[config.mk]
export PLATFORM = sky130hd
export DESIGN_NAME = stepper_seq
export DESIGN_NICKNAME = d
export VERILOG_FILES = /design/src/hdl/stepper_pkg.sv /design/src/hdl/coil_if.sv /design/src/hdl/coil_phase.sv /design/src/hdl/stepper_seq.sv
export VERILOG_INCLUDE_DIRS = /design/src /design/src/hdl
export SDC_FILE = /design/constraint.sdc
export NUM_CORES = 1
export LEC_CHECK = 0
export BUFFER_PORTS_ARGS = -buffer_cell sky130_fd_sc_hd__buf_2
export CORE_ASPECT_RATIO = 0.9
export CORE_UTILIZATION = 40
export CTS_CLUSTER_DIAMETER = 30
export CTS_CLUSTER_SIZE = 8
export DETAILED_ROUTE_END_ITERATION = 12
export GPL_TIMING_DRIVEN = 0
export PLACE_DENSITY = 0.53
export RECOVER_POWER = 50
export SKIP_LAST_GASP = 1
export SLEW_MARGIN = 5
export SYNTH_ARGS = -nofsm -noshare
export SYNTH_HDL_FRONTEND = slang
export SYNTH_HIERARCHICAL = 1
export SYNTH_SLANG_ARGS = --single-unit
[constraint.sdc]
create_clock -name pclk -period 16.2 [get_ports pclk]
set_input_delay 3.24 -clock pclk [delete_from_list [all_inputs] [get_ports pclk]]
set_output_delay 3.24 -clock pclk [all_outputs]
set_load 0.01 [all_outputs]
[src/hdl/stepper_regs.svh]
// register offsets, field positions, reset values and timing counts
`ifndef STEPPER_REGS_SVH
`define STEPPER_REGS_SVH

`define OFS_CTRL     12'h000
`define OFS_CMD      12'h004
`define OFS_STATUS   12'h008
`define OFS_RATE     12'h00C
`define OFS_ARG_LO   12'h010
`define OFS_ARG_HI   12'h014
`define OFS_POS_LO   12'h018
`define OFS_POS_HI   12'h01C
`define OFS_MARK_LO  12'h020
`define OFS_MARK_HI  12'h024

`define CTRL_MODE_LSB   0
`define CTRL_PULSE_BIT  2
`define CTRL_RESET      32'h0000_0000
`define RATE_RESET      32'h0000_C350

`define POS_W           48
`define STEP_GAP_NS     100000
`define CLK_PERIOD_NS   20
`define STEP_GAP_CYC    (`STEP_GAP_NS / `CLK_PERIOD_NS)

`endif

[src/hdl/stepper_pkg.sv]
// types shared by the stepper sequencer files
package stepper_pkg;

  typedef enum logic [1:0] {
    MODE_TWO  = 2'h0,
    MODE_WAVE = 2'h1,
    MODE_HALF = 2'h2
  } step_mode_t;

  typedef enum logic [3:0] {
    CMD_NONE     = 4'h0,
    CMD_ABS      = 4'h1,
    CMD_ABS_STOP = 4'h2,
    CMD_REL      = 4'h3,
    CMD_HOME     = 4'h4,
    CMD_MARK     = 4'h5,
    CMD_SET_HOME = 4'h6,
    CMD_SET_MARK = 4'h7,
    CMD_PIN_ABS  = 4'h8,
    CMD_PIN_REL  = 4'h9,
    CMD_PIN_CW   = 4'hA,
    CMD_PIN_CCWZ = 4'hB,
    CMD_PIN_CWM  = 4'hC,
    CMD_STOP     = 4'hD,
    CMD_READPOS  = 4'hE
  } cmd_t;

  typedef enum logic [2:0] {
    ST_IDLE = 3'b001,
    ST_WAIT = 3'b010,
    ST_STEP = 3'b100
  } run_state_t;

endpackage : stepper_pkg

[src/hdl/coil_if.sv]
`timescale 1ns/100ps
// step request and coil pattern between sequencer and phase table
interface coil_if;
  logic       step;
  logic       cw;
  logic [1:0] mode;
  logic [3:0] coils;

  modport ctrl (output step, output cw, output mode, input coils);
  modport table_side (input step, input cw, input mode, output coils);
endinterface : coil_if

[src/hdl/coil_phase.sv]
`timescale 1ns/100ps
// coil pattern table and phase index
module coil_phase
  import stepper_pkg::*;
(
  input wire logic pclk,
  input wire logic presetn,
  input wire logic ce,
  coil_if.table_side cif
);

  logic [2:0] idx_q;
  logic [2:0] idx_d;
  logic [3:0] coils_q;
  logic [3:0] pat;
  logic       half;
  logic [2:0] last;

  // half step uses all eight entries, full modes the first four
  assign half = (cif.mode == MODE_HALF);
  assign last = half ? 3'h7 : 3'h3;

  // pattern bits: coil_one is msb
  function automatic logic [3:0] lookup(input logic [1:0] m,
                                         input logic [2:0] i);
    logic [3:0] r;
    r = 4'h0;
    unique case (m)
      MODE_WAVE: r = 4'h8 >> i[1:0];
      MODE_HALF: begin
        unique case (i)
          3'h0: r = 4'h8;
          3'h1: r = 4'hC;
          3'h2: r = 4'h4;
          3'h3: r = 4'h6;
          3'h4: r = 4'h2;
          3'h5: r = 4'h3;
          3'h6: r = 4'h1;
          default: r = 4'h9;
        endcase
      end
      default: begin
        unique case (i[1:0])
          2'h0: r = 4'hC;
          2'h1: r = 4'h6;
          2'h2: r = 4'h3;
          default: r = 4'h9;
        endcase
      end
    endcase
    return r;
  endfunction : lookup

  // clockwise forward, counter-clockwise backward, wrapping
  assign idx_d = !cif.step ? (idx_q > last ? 3'h0 : idx_q) :
                 cif.cw ? (idx_q >= last ? 3'h0 : idx_q + 3'h1) :
                 (idx_q == 3'h0 || idx_q > last) ? last : idx_q - 3'h1;
  assign pat = lookup(cif.mode, idx_d);

  // index held when idle so motion resumes at the neighbour
  always_ff @(posedge pclk or negedge presetn) begin
    if (!presetn) begin
      idx_q   <= 3'h0;
      coils_q <= 4'h0;
    end else if (ce) begin
      idx_q   <= idx_d;
      coils_q <= pat;
    end
  end

  assign cif.coils = coils_q;

  a_wave_one_coil: assert property (
    @(posedge pclk) disable iff (!presetn)
    (cif.mode == MODE_WAVE && ce) |=> $onehot(coils_q))
    else $error("wave mode coil not one-hot");

endmodule : coil_phase

[src/hdl/stepper_seq.sv]
// The implementer's own choices: the APB register port and the register offsets.
`timescale 1ns/100ps
// stepper sequencer top with apb register slave
`include "stepper_regs.svh"
module stepper_seq
  import stepper_pkg::*;
(
  input  wire logic        pclk,
  input  wire logic        presetn,
  input  wire logic        ce,
  input  wire logic        psel,
  input  wire logic        penable,
  input  wire logic        pwrite,
  input  wire logic [11:0] paddr,
  input  wire logic [31:0] pwdata,
  output logic      [31:0] prdata,
  output logic             pready,
  output logic             pslverr,
  input  wire logic        step_or_ccw_stop_input,
  input  wire logic        direction_or_cw_stop_input,
  output logic             coil_one,
  output logic             coil_two,
  output logic             coil_three,
  output logic             coil_four,
  output logic             busy_n
);

  localparam int PW = `POS_W;
  localparam logic [PW-1:0] POS_ONE = {{(PW-1){1'b0}}, 1'b1};

  coil_if cif ();

  coil_phase u_phase (
    .pclk    (pclk),
    .presetn (presetn),
    .ce      (ce),
    .cif     (cif)
  );

  ////////////////////////////////////////////////////////////////////////
  // registers

  logic [31:0]   ctrl_q;
  logic [31:0]   rate_q;
  logic [PW-1:0] arg_q;
  logic [PW-1:0] pos_q;
  logic [PW-1:0] mark_q;
  logic [PW-1:0] target_q;
  logic [PW-1:0] snap_q;
  logic [31:0]   prdata_q;
  logic [31:0]   tmr_q;
  logic          dir_q;
  logic          run_q;
  logic          stop_en_q;
  logic          endless_q;
  logic [1:0]    after_q;
  logic          step_in_q;
  logic          stopped_q;
  run_state_t    state_q;

  wire logic wr_en = psel & penable & pwrite & ce;
  wire logic rd_en = psel & ~penable & ~pwrite & ce;
  wire logic [1:0] mode = ctrl_q[`CTRL_MODE_LSB +: 2];
  wire logic pulse_mode = ctrl_q[`CTRL_PULSE_BIT];

  // upper read word: bits 47:32 sign-extended to a full bus word
  function automatic logic [31:0] sext(input logic [PW-1:0] v);
    return {{16{v[PW-1]}}, v[PW-1:32]};
  endfunction : sext

  // one step on the counter, full width so no carry is dropped
  function automatic logic [PW-1:0] step_pos(input logic [PW-1:0] p,
                                             input logic          cw);
    return cw ? p + POS_ONE : p - POS_ONE;
  endfunction : step_pos

  ////////////////////////////////////////////////////////////////////////
  // bus decode

  wire logic hit_ctrl  = paddr == `OFS_CTRL;
  wire logic hit_cmd   = paddr == `OFS_CMD;
  wire logic hit_rate  = paddr == `OFS_RATE;
  wire logic hit_arglo = paddr == `OFS_ARG_LO;
  wire logic hit_arghi = paddr == `OFS_ARG_HI;
  wire logic known = hit_ctrl | hit_cmd | hit_rate | hit_arglo |
                     hit_arghi | paddr == `OFS_STATUS |
                     paddr == `OFS_POS_LO | paddr == `OFS_POS_HI |
                     paddr == `OFS_MARK_LO | paddr == `OFS_MARK_HI;
  wire cmd_t cmd = cmd_t'(pwdata[3:0]);
  wire logic cmd_go = wr_en & hit_cmd;

  // one-cycle access phase, unmapped addresses error
  assign pready  = 1'b1;
  assign pslverr = psel & penable & ~known;

  // stop pins are active low, pulled high when idle
  wire logic ccw_stop = ~step_or_ccw_stop_input;
  wire logic cw_stop  = ~direction_or_cw_stop_input;
  wire logic pin_hit = stop_en_q &
                       ((ccw_stop & ~dir_q) | (cw_stop & dir_q) |
                        (~endless_q & (ccw_stop | cw_stop)));
  wire logic arrived = ~endless_q & (pos_q == target_q);
  wire logic pulse_fall = pulse_mode & step_in_q &
                          ~step_or_ccw_stop_input & ~run_q;
  wire logic tick = (state_q == ST_WAIT) & (tmr_q == 32'h0);
  wire logic do_step = (tick & ~arrived & ~pin_hit) | pulse_fall;
  wire logic step_cw = pulse_fall ? direction_or_cw_stop_input : dir_q;

  // command decode
  wire logic [PW-1:0] rel_tgt = pos_q + arg_q;
  wire logic start_abs = cmd_go & (cmd == CMD_ABS | cmd == CMD_ABS_STOP |
                                   cmd == CMD_PIN_ABS);
  wire logic start_rel = cmd_go & (cmd == CMD_REL | cmd == CMD_PIN_REL);
  wire logic start_home = cmd_go & cmd == CMD_HOME;
  wire logic start_mark = cmd_go & cmd == CMD_MARK;
  wire logic start_free = cmd_go & (cmd == CMD_PIN_CW |
                                    cmd == CMD_PIN_CCWZ |
                                    cmd == CMD_PIN_CWM);
  wire logic start_any = ~pulse_mode & ~run_q &
                         (start_abs | start_rel | start_home |
                          start_mark | start_free);
  wire logic [PW-1:0] new_tgt =
      start_abs  ? arg_q :
      start_rel  ? rel_tgt :
      start_mark ? mark_q : {PW{1'b0}};
  wire logic new_stop = cmd == CMD_ABS_STOP | cmd == CMD_PIN_ABS |
                        cmd == CMD_PIN_REL | start_free;
  wire logic new_dir = start_free ? (cmd != CMD_PIN_CCWZ) :
                       ($signed(new_tgt) > $signed(pos_q));
  wire logic finish = run_q & ((tick & (arrived | pin_hit)) |
                               (cmd_go & cmd == CMD_STOP));

  ////////////////////////////////////////////////////////////////////////
  // configuration and argument registers

  always_ff @(posedge pclk or negedge presetn) begin
    if (!presetn) begin
      ctrl_q <= `CTRL_RESET;
      rate_q <= `RATE_RESET;
      arg_q  <= '0;
    end else if (wr_en) begin
      if (hit_ctrl)  ctrl_q <= pwdata;
      if (hit_rate)  rate_q <= pwdata;
      if (hit_arglo) arg_q[31:0] <= pwdata;
      if (hit_arghi) arg_q[PW-1:32] <= pwdata[PW-33:0];
    end
  end

  ////////////////////////////////////////////////////////////////////////
  // position counter, home and mark

  always_ff @(posedge pclk or negedge presetn) begin
    if (!presetn) begin
      pos_q  <= '0;
      mark_q <= '0;
    end else if (ce) begin
      if (cmd_go & cmd == CMD_SET_HOME & ~run_q)
        pos_q <= '0;
      else if (finish & after_q == 2'h1)
        pos_q <= '0;
      else if (do_step)
        pos_q <= step_pos(pos_q, step_cw);
      if (cmd_go & cmd == CMD_SET_MARK)
        mark_q <= pos_q;
      else if (finish & after_q == 2'h2)
        mark_q <= pos_q;
    end
  end

  ////////////////////////////////////////////////////////////////////////
  // move control

  always_ff @(posedge pclk or negedge presetn) begin
    if (!presetn) begin
      state_q   <= ST_IDLE;
      run_q     <= 1'b0;
      target_q  <= '0;
      dir_q     <= 1'b1;
      stop_en_q <= 1'b0;
      endless_q <= 1'b0;
      after_q   <= 2'h0;
      tmr_q     <= 32'h0;
      stopped_q <= 1'b0;
    end else if (ce) begin
      unique case (state_q)
        ST_IDLE: begin
          if (start_any) begin
            state_q   <= ST_WAIT;
            run_q     <= 1'b1;
            target_q  <= new_tgt;
            dir_q     <= new_dir;
            stop_en_q <= new_stop;
            endless_q <= start_free;
            after_q   <= cmd == CMD_PIN_CCWZ ? 2'h1 :
                         cmd == CMD_PIN_CWM ? 2'h2 : 2'h0;
            tmr_q     <= 32'h0;
            stopped_q <= 1'b0;
          end
        end
        ST_WAIT: begin
          if (finish) begin
            state_q   <= ST_IDLE;
            run_q     <= 1'b0;
            stopped_q <= pin_hit;
          end else if (do_step) begin
            state_q <= ST_STEP;
          end else begin
            tmr_q <= tmr_q - 32'h1;
          end
        end
        ST_STEP: begin
          // a stop command landing in this cycle must not be lost
          if (finish) begin
            state_q   <= ST_IDLE;
            run_q     <= 1'b0;
            stopped_q <= 1'b0;
          end else begin
            state_q <= ST_WAIT;
            tmr_q   <= rate_q;
          end
        end
        default: state_q <= ST_IDLE;
      endcase
    end
  end

  ////////////////////////////////////////////////////////////////////////
  // pulse input edge detect, read snapshot and read data

  always_ff @(posedge pclk or negedge presetn) begin
    if (!presetn) begin
      step_in_q <= 1'b1;
      snap_q    <= '0;
      prdata_q  <= 32'h0;
    end else if (ce) begin
      step_in_q <= step_or_ccw_stop_input;
      if (rd_en & paddr == `OFS_POS_LO)
        snap_q <= pos_q;
      if (rd_en) begin
        unique case (1'b1)
          hit_ctrl:                prdata_q <= ctrl_q;
          hit_rate:                prdata_q <= rate_q;
          hit_arglo:               prdata_q <= arg_q[31:0];
          hit_arghi:               prdata_q <= {16'h0, arg_q[PW-1:32]};
          paddr == `OFS_STATUS:    prdata_q <= {29'h0, stopped_q,
                                                pulse_mode, run_q};
          paddr == `OFS_POS_LO:    prdata_q <= pos_q[31:0];
          paddr == `OFS_POS_HI:    prdata_q <= sext(snap_q);
          paddr == `OFS_MARK_LO:   prdata_q <= mark_q[31:0];
          paddr == `OFS_MARK_HI:   prdata_q <= sext(mark_q);
          default:                 prdata_q <= 32'h0;
        endcase
      end
    end
  end

  ////////////////////////////////////////////////////////////////////////
  // outputs

  assign cif.step = do_step & ce;
  assign cif.cw   = step_cw;
  assign cif.mode = mode;
  assign {coil_one, coil_two, coil_three, coil_four} = cif.coils;
  assign busy_n = ~run_q;
  assign prdata = prdata_q;

  a_busy_follows: assert property (
    @(posedge pclk) disable iff (!presetn)
    (ce & start_any) |=> !busy_n)
    else $error("busy not raised at move start");

  a_no_overshoot: assert property (
    @(posedge pclk) disable iff (!presetn)
    (ce & run_q & ~endless_q & arrived) |=> pos_q == $past(pos_q))
    else $error("position moved after arrival");

  a_count_cw: assert property (
    @(posedge pclk) disable iff (!presetn)
    (ce & do_step & step_cw & !(cmd_go & cmd == CMD_SET_HOME) & !finish)
      |=> pos_q == $past(pos_q) + POS_ONE)
    else $error("clockwise step did not increment");

  a_stop_ends: assert property (
    @(posedge pclk) disable iff (!presetn)
    (ce & run_q & tick & pin_hit) |=> !run_q)
    else $error("stop input did not end move");

  a_mark_keeps: assert property (
    @(posedge pclk) disable iff (!presetn)
    (ce & cmd_go & cmd == CMD_SET_MARK & !do_step & !finish)
      |=> pos_q == $past(pos_q))
    else $error("set mark changed position");

  a_pulse_step: assert property (
    @(posedge pclk) disable iff (!presetn)
    (ce & pulse_fall) |=> cif.coils != $past(cif.coils))
    else $error("pulse edge gave no step");

  a_set_home: assert property (
    @(posedge pclk) disable iff (!presetn)
    (ce & cmd_go & cmd == CMD_SET_HOME & !run_q) |=> pos_q == '0)
    else $error("set home did not zero position");

  a_reset_pos: assert property (
    @(posedge pclk)
    $rose(presetn) |-> pos_q == '0)
    else $error("position not zero after reset");

  a_count_ccw: assert property (
    @(posedge pclk) disable iff (!presetn)
    (ce & do_step & !step_cw & !(cmd_go & cmd == CMD_SET_HOME) & !finish)
      |=> pos_q == $past(pos_q) - POS_ONE)
    else $error("counter-clockwise step did not decrement");

  a_stop_cmd: assert property (
    @(posedge pclk) disable iff (!presetn)
    (ce & run_q & cmd_go & cmd == CMD_STOP) |=> busy_n)
    else $error("stop command left the move running");

endmodule : stepper_seq

==> results of run 1 <==
-- metal layers --
| metal | up-vias | global-route usage [%] | part of all wire, % |
|---|---|---|---|
| li1 | 9969 | - | - |
| met1 | 10867 | 43.0 | 44 |
| met2 | 844 | 50.0 | 46 |
| met3 | 171 | 4.73 | 6.5 |
| met4 | 0 | 11.6 | 3.5 |
| met5 | - | 0 | 0 |
-- kinds of logic after synthesis --
family | count (synthesis)
buffers and inverters | 243
multiplexers | 181
AO/OA/AOI/OAI | 853
adder cells (fa/ha/maj) | 154
other | 1
flip-flops | 354
XOR/XNOR | 133
AND/OR/NAND/NOR | 648
-- area by class of cell --
cell class	instances	area, sq um	share of cell area (%)
clock buffers	130	2740	9.64
flip-flops and latches	354	8870	31.2
plain buffers	151	577	2.03
clock inverters	47	641	2.25
repair buffers	92	500	1.76
multi-input cells	1970	13800	48.5
well taps	774	968	3.41
inverters	92	345	1.21
-- synthesized netlist by cell type, drive strengths merged (13+ instances only) --
cell / instances
nand3: 41
nor2: 152
nand4: 35
a222oi: 22
nor3: 28
xnor2: 63
nor2b: 20
o21ai: 274
xor2: 70
a31oi: 37
ha: 152
a211oi: 15
clkbuf: 138
nand2b: 19
a21o: 62
a221oi: 31
a22oi: 53
dfrtp: 345
inv: 92
a41oi: 16
and2: 14
and3: 29
o21bai: 15
nand2: 235
buf: 13
nor4: 29
a21oi: 168
o21a: 20
mux2: 177
a22o: 46
-- worst min-delay path by stage --
stage	startpoint	endpoint	slack, ns	cells after the start
floorplan	after_q[0]$_DFFE_PN0P_	after_q[0]$_DFFE_PN0P_	0.45	2
finish	after_q[0]$_DFFE_PN0P_	after_q[0]$_DFFE_PN0P_	0.50	2
global placement	after_q[0]$_DFFE_PN0P_	after_q[0]$_DFFE_PN0P_	0.48	2
CTS	after_q[0]$_DFFE_PN0P_	after_q[0]$_DFFE_PN0P_	0.50	2
global route	ctrl_q[21]$_DFFE_PN0P_	ctrl_q[21]$_DFFE_PN0P_	0.51	1
detailed placement	after_q[0]$_DFFE_PN0P_	after_q[0]$_DFFE_PN0P_	0.49	2
-- registers in the layout, indices dropped and copies added, names as in the netlist, 2 cells and up --
signal             count
state_q                3
arg_q                 48
mark_q                48
prdata                32
rate_q                32
snap_q                16
u_phase/idx_q          3
ctrl_q                32
target_q              48
tmr_q                 32
pos_q                 48
u_phase/cif.coils      4
after_q                2
-- report_power, final --
group | switching, mW | leakage, nW | internal, mW
Combinational | 1.19 | 6.57 | 0.719
Sequential | 0.256 | 4.76 | 1.00
Clock | 0.598 | 1.65 | 1.37
Total | 2.04 | 13.0 | 3.09
-- per-stage QoR --
stage               instances  hold slack (ns)
floorplan                2567            0.452
global placement         3427            0.480
detailed placement       3433            0.485
CTS                      3610            0.496
global route             3610            0.512
finish                   3610            0.501
==> summary.md, run 1 <==
| Metric | Value |
|---|---|
| Post-synthesis sequential area ratio | 37.6% |
| Top post-synthesis cells by area | dfrtp_1, mux2_2, ha_1 |
| Placer congestion estimate | 0.966 |
| Number of max-slew violations in the final report | 264 |
| Post-CTS Repair Setup Buffers | 0 |
| Routed vias | 21.9k |
| Critical-path maximum fanout | 93 |
| Drt wl/cell | 26.3 um |
| Antenna violations before repair | 1 |
| Setup crit start | presetn |
| Reg2reg path depth | 19 |
| CP bufs+invs | 2 |
| Final instance area | 28400 sq um |
| Top-area cell type share of the netlist area | 36.6% |
| P_leak | 13.0 nW |
| Die area | 59900 sq um |
| Crit. path cell count | 2 |
| CP cell instances | clkbuf_1, clkbuf_1 |
| Nets@finish | 2961 |
| Total iterations of the first detailed-routing run | 9 |
| Vias per cell | 6.05 |
| Root Buffer | clkbuf_16 |
| RSZ-0062 raised after global routing | false |
| Global-route wire length before repair | 140000 um |
| Worst Hold Class | register to register |
| Residual DRC | 0 |
| Worst Setup EP | pos_q[25]$_DFFE_PN0P_ |
| Initial DRC count | 2314 |
| Syn-to-layout area delta | 20.6% |
| Most used DFF post-synth | dfrtp_1 |
| Reg clk slew, reported paths | 0.05 ns |
| TritonCTS Buffers | 94 |
| Most frequent cells in the layout | dfrtp_1, o21ai_0, nand2_1 |
| Failing checks | capacitance limit, slew limit |
| Crit path kind | primary input to async pin |
| MaxCap Viol Count | 3 |
| Leading area contributor after synthesis | dfrtp_1 |
| Setup Skew | 0.0361 ns |
| Post-synthesis xor/xnor area fraction | 4.94% |
| Pwr/cell area | 181 nW/um^2 |
| Synth Area in Adders | 8.24% |
| Vias in the first global route | 21.5k |
| Largest net degree at the start of global routing | 97 |
| IO Count | 91 |
| Total GRT Usage | 31.4% |
| Slowest CP cell | clkbuf_1 |
| Largest stage delay, worst path | 3.66 ns |
| Rel. slew slack | -258% |
| Row Count | 84 |
| Clock Sink Count | 354 |
| # port buffers | 86 |
| Syn_nets | 2773 |
| Tmin final | 11.14 ns |
| Setup TNS | 0 ns |
| Total power | 5.13 mW |
| Final period util | 68.7% |
| Critical Path Start Type | primary input |
| Fmax | 89.8 MHz |
| Syn Std Cell Area | 23600 sq um |
| CTS resizes | 0 |
| Core area | 58300 sq um |
| Post-route ant nets | 0 |
| Cell repeated most along the worst path | clkbuf_1 |
| Multiplexer share of the synthesized area | 8.64% |
| Critical path's top delay family | buffers and inverters |
| CTS Hold Buffers Added | 0 |
| Critical path required time | 15.76 ns |
| Synthesis Warnings | 6 |
| Crit path DAT | 10.70 ns |
| Worst reg2reg path endpoint | dir_q$_DFFE_PN1P_ |
| CTS tree | yes |
| Die Y | 232 um |
| Commonest non-fill, non-tap cell in the layout | dfrtp_1 |
| Status | complete, but fails checks |
| Placed Area | 25100 sq um |
| CTS H-tree depth | 3 |
| Worst Setup End Kind | async pin |
| Tightest Pin Transition | 5.37 ns |
| Post-Route WL | 94800 um |
| Synth cell types | 87 |
| Initial Utilization | 40.4% |
| EDFF count, synth | 0 |
| Largest family of logic cells by synthesized area | compound AO/OA/AOI/OAI gates |
| Final hold violations | 0 |
| Fillers | 5536 |
| Final worst setup slack | 5.06 ns |
| Share of cells above drive strength 1 | 15.8% |
| Reg2reg start | pos_q[1]$_DFFE_PN0P_ |
| Final setup viols | 0 |
| Ant diodes | 0 |
| Peak VDD IR | 119 uV |
| FF+latch count, synth | 354 |
| Clk buf depth | 3 |
| R2R setup slack | 9.42 ns |
| Util after Layout | 48.7% |
| Fraction of registers with async set or reset after synthesis | 100% |
| Pre-CTS setup slack | 6.38 ns |
| Die width | 258 um |
| Synth Area per Inst | 9.18 sq um |
| Post-synthesis compound-gate area fraction | 23.6% |
| Worst skew pair latency | 0.64 ns |
| GRT overflow | 0 |
| Syn Inst Count | 2567 |
| Synth Area in Simple Gates | 13.0% |
| Hpwl dp | 73900 um |
(Power assumes the default switching activity.)
==> run 2, diff against run 1 <==
- PLACE_DENSITY: 0.53 -> 0.55
- clock period: 16.2 -> 10 ns (I/O delays scaled with it)
==> run 2 against run 1 <==
Against the previous run:
- power up 61%
- combinational power up 62%
- the flow still finishes with violations (capacitance limit, slew limit)
- non-clock buffer count unchanged
- critical endpoint is now dir_q$_DFFE_PN1P_
- largest cell class unchanged
- final area down 0.21%
==> summary.md, run 2 (synthesis gave the netlist of run 1 again) <==
| Metric | Value |
|---|---|
| Tightest Pin Transition | 4.45 ns (was 5.37 ns) |
| Cell repeated most along the worst path | o21ai_0 (was clkbuf_1) |
| Residual DRC | 0 (unchanged) |
| Util after Layout | 48.6% (was 48.7%) |
| Critical Path Start Type | primary input (unchanged) |
| Commonest non-fill, non-tap cell in the layout | dfrtp_1 (unchanged) |
| Final worst setup slack | 1.89 ns (was 5.06 ns) |
| Reg2reg start | pos_q[1]$_DFFE_PN0P_ (unchanged) |
| Critical path required time | 10.54 ns (was 15.76 ns) |
| Largest net degree at the start of global routing | 103 (was 97) |
| Number of max-slew violations in the final report | 183 (was 264) |
| Clock Sink Count | 354 (unchanged) |
| GRT overflow | 0 (unchanged) |
| CTS tree | yes (unchanged) |
| Root Buffer | clkbuf_16 (unchanged) |
| Die Y | 232 um (unchanged) |
| Total power | 8.25 mW (was 5.13 mW) |
| IO Count | 91 (unchanged) |
| Critical path's top delay family | compound AO/OA/AOI/OAI gates (was buffers and inverters) |
| Post-Route WL | 93000 um (was 94800 um) |
| HP Start | after_q[0]$_DFFE_PN0P_ (unchanged) |
| Placed Area | 25100 sq um (about the same) |
| Initial Utilization | 40.4% (unchanged) |
| Reg2reg path depth | 19 (unchanged) |
| Rel. slew slack | -197% (was -258%) |
| CTS H-tree depth | 3 (unchanged) |
| Crit path kind | primary input to register (was primary input to async pin) |
| Status | complete, but fails checks (unchanged) |
| Post-route ant nets | 0 (unchanged) |
| Failing checks | capacitance limit, slew limit (unchanged) |
| RSZ-0062 raised after global routing | false (unchanged) |
| CTS Hold Buffers Added | 0 (unchanged) |
| Drt wl/cell | 25.8 um (was 26.3 um) |
| Worst Setup End Kind | register (was async pin) |
| Vias per cell | 6.12 (was 6.05) |
| Crit path DAT | 8.66 ns (was 10.70 ns) |
| Nets@finish | 2960 (was 2961) |
| Routed vias | 22.0k (was 21.9k) |
| CP cell instances | buf_2, nor4_1, nand2_1, nor3_1, and3_1, clkbuf_1, nand3_1, clkbuf_1, clkbuf_1, a21oi_1, o21ai_0, ha_1, a21o_1, a21o_1, a21oi_1, nor2b_1, o21ai_0, a21oi_1, a211oi_1, o21ai_0, mux2i_1, o21ai_0 (was clkbuf_1, clkbuf_1) |
| Most frequent cells in the layout | dfrtp_1, o21ai_0, nand2_1 (unchanged) |
| Crit. path cell count | 22 (was 2) |
| Placed Cells | 3433 (unchanged) |
| Critical-path maximum fanout | 10 (was 93) |
| MaxCap Viol Count | 2 (was 3) |
| Fillers | 5597 (was 5536) |
| Final setup viols | 0 (unchanged) |
| Global-route wire length before repair | 139000 um (was 140000 um) |
| Worst reg2reg path endpoint | dir_q$_DFFE_PN1P_ (unchanged) |
| Tmin final | 8.11 ns |
| Number of non-filler instances in the completed layout | 3602 (was 3610) |
| Syn-to-layout area delta | 20.4% (was 20.6%) |
| Largest stage delay, worst path | 0.77 ns (was 3.66 ns) |
| Worst skew pair latency | 0.66 ns (was 0.64 ns) |
| Clk buf depth | 3 (unchanged) |
| CTS resizes | 0 (unchanged) |
| Final hold violations | 0 (unchanged) |
| Setup Skew | 0.0437 ns (was 0.0361 ns) |
| Reg clk slew, reported paths | 0.05 ns (about the same) |
| Share of cells above drive strength 1 | 15.5% (was 15.8%) |
| Total GRT Usage | 31.1% (was 31.4%) |
| Hpwl dp | 72500 um (was 73900 um) |
| Placer congestion estimate | 1.02 (was 0.966) |
| R2R setup slack | 3.03 ns (was 9.42 ns) |
| Setup crit start | paddr[9] (was presetn) |
| Slowest CP cell | nand3_1 (was clkbuf_1) |
| Fmax | 123 MHz |
| Die width | 258 um (unchanged) |
| Die area | 59900 sq um (unchanged) |
| Final instance area | 28400 sq um (about the same) |
| Worst Hold Class | register to register (unchanged) |
| CP bufs+invs | 4 (was 2) |
| Peak VDD IR | 220 uV (was 119 uV) |
| Total iterations of the first detailed-routing run | 6 (was 9) |
| P_leak | 12.9 nW (was 13.0 nW) |
| Post-CTS Repair Setup Buffers | 0 (unchanged) |
| # port buffers | 86 (unchanged) |
| Worst Setup EP | dir_q$_DFFE_PN1P_ (was pos_q[25]$_DFFE_PN0P_) |
| Initial DRC count | 2234 (was 2314) |
| Vias in the first global route | 21.6k (was 21.5k) |
| Pre-CTS setup slack | 1.55 ns (was 6.38 ns) |
| Final period util | 81.1% |
| Pwr/cell area | 291 nW/um^2 (was 181 nW/um^2) |
| Row Count | 84 (unchanged) |
| Core area | 58300 sq um (unchanged) |
| TritonCTS Buffers | 93 (was 94) |
| Antenna violations before repair | 1 (unchanged) |
==> run 2: metrics by stage <==
stage          TNS [ns]  hold WS (ns)
6_report              0         0.497
5_1_grt               0         0.525
4_1_cts               0         0.491
3_5_place_dp          0         0.480
3_3_place_gp    -143.36         0.478
2_1_floorplan         0         0.452
==> run 2: tightest hold or removal path, cell delays in order, from the launching register on <==
cell,delay [ns]
dfrtp_1,0.36
nand2_1,0.06
nand2_1,0.05
==> run 2: final cells by class <==
cell class                      instances  area (sq um)  share of cell area, %
Tap cell                              774           968                   3.41
Clock buffer                          120          2560                   9.02
Inverter                               92           345                   1.22
Timing Repair Buffer                   92           518                   1.83
Sequential cell                       354          8870                   31.3
Antenna cell                            1          2.50                0.00882
Buffer                                151           577                   2.03
Clock inverter                         48           742                   2.62
Multi-Input combinational cell       1970         13800                   48.6
==> run 2: metal layers <==
layer | track usage [%] | routed length, um | vias to the layer above
li1 | - | - | 9954
met1 | 41.9 | 40800 | 11041
met3 | 5.78 | 6790 | 163
met5 | 0 | 0 | -
met2 | 49.6 | 42300 | 875
met4 | 11.0 | 3080 | 0
==> run 2: report_power, final <==
group | total, mW | internal, mW | switching, mW
Clock | 3.12 | 2.14 | 0.980
Sequential | 2.04 | 1.63 | 0.415
Combinational | 3.09 | 1.17 | 1.92
Total | 8.25 | 4.93 | 3.32
==> run 2: how the worst min path moves through the flow <==
stage,depth (start not counted),endpoint
after global routing,1,snap_q[33]$_DFFE_PN0P_
after floorplan,2,after_q[0]$_DFFE_PN0P_
after detailed placement,2,after_q[0]$_DFFE_PN0P_
after CTS,2,after_q[0]$_DFFE_PN0P_
after global placement,2,after_q[0]$_DFFE_PN0P_
final,2,after_q[0]$_DFFE_PN0P_
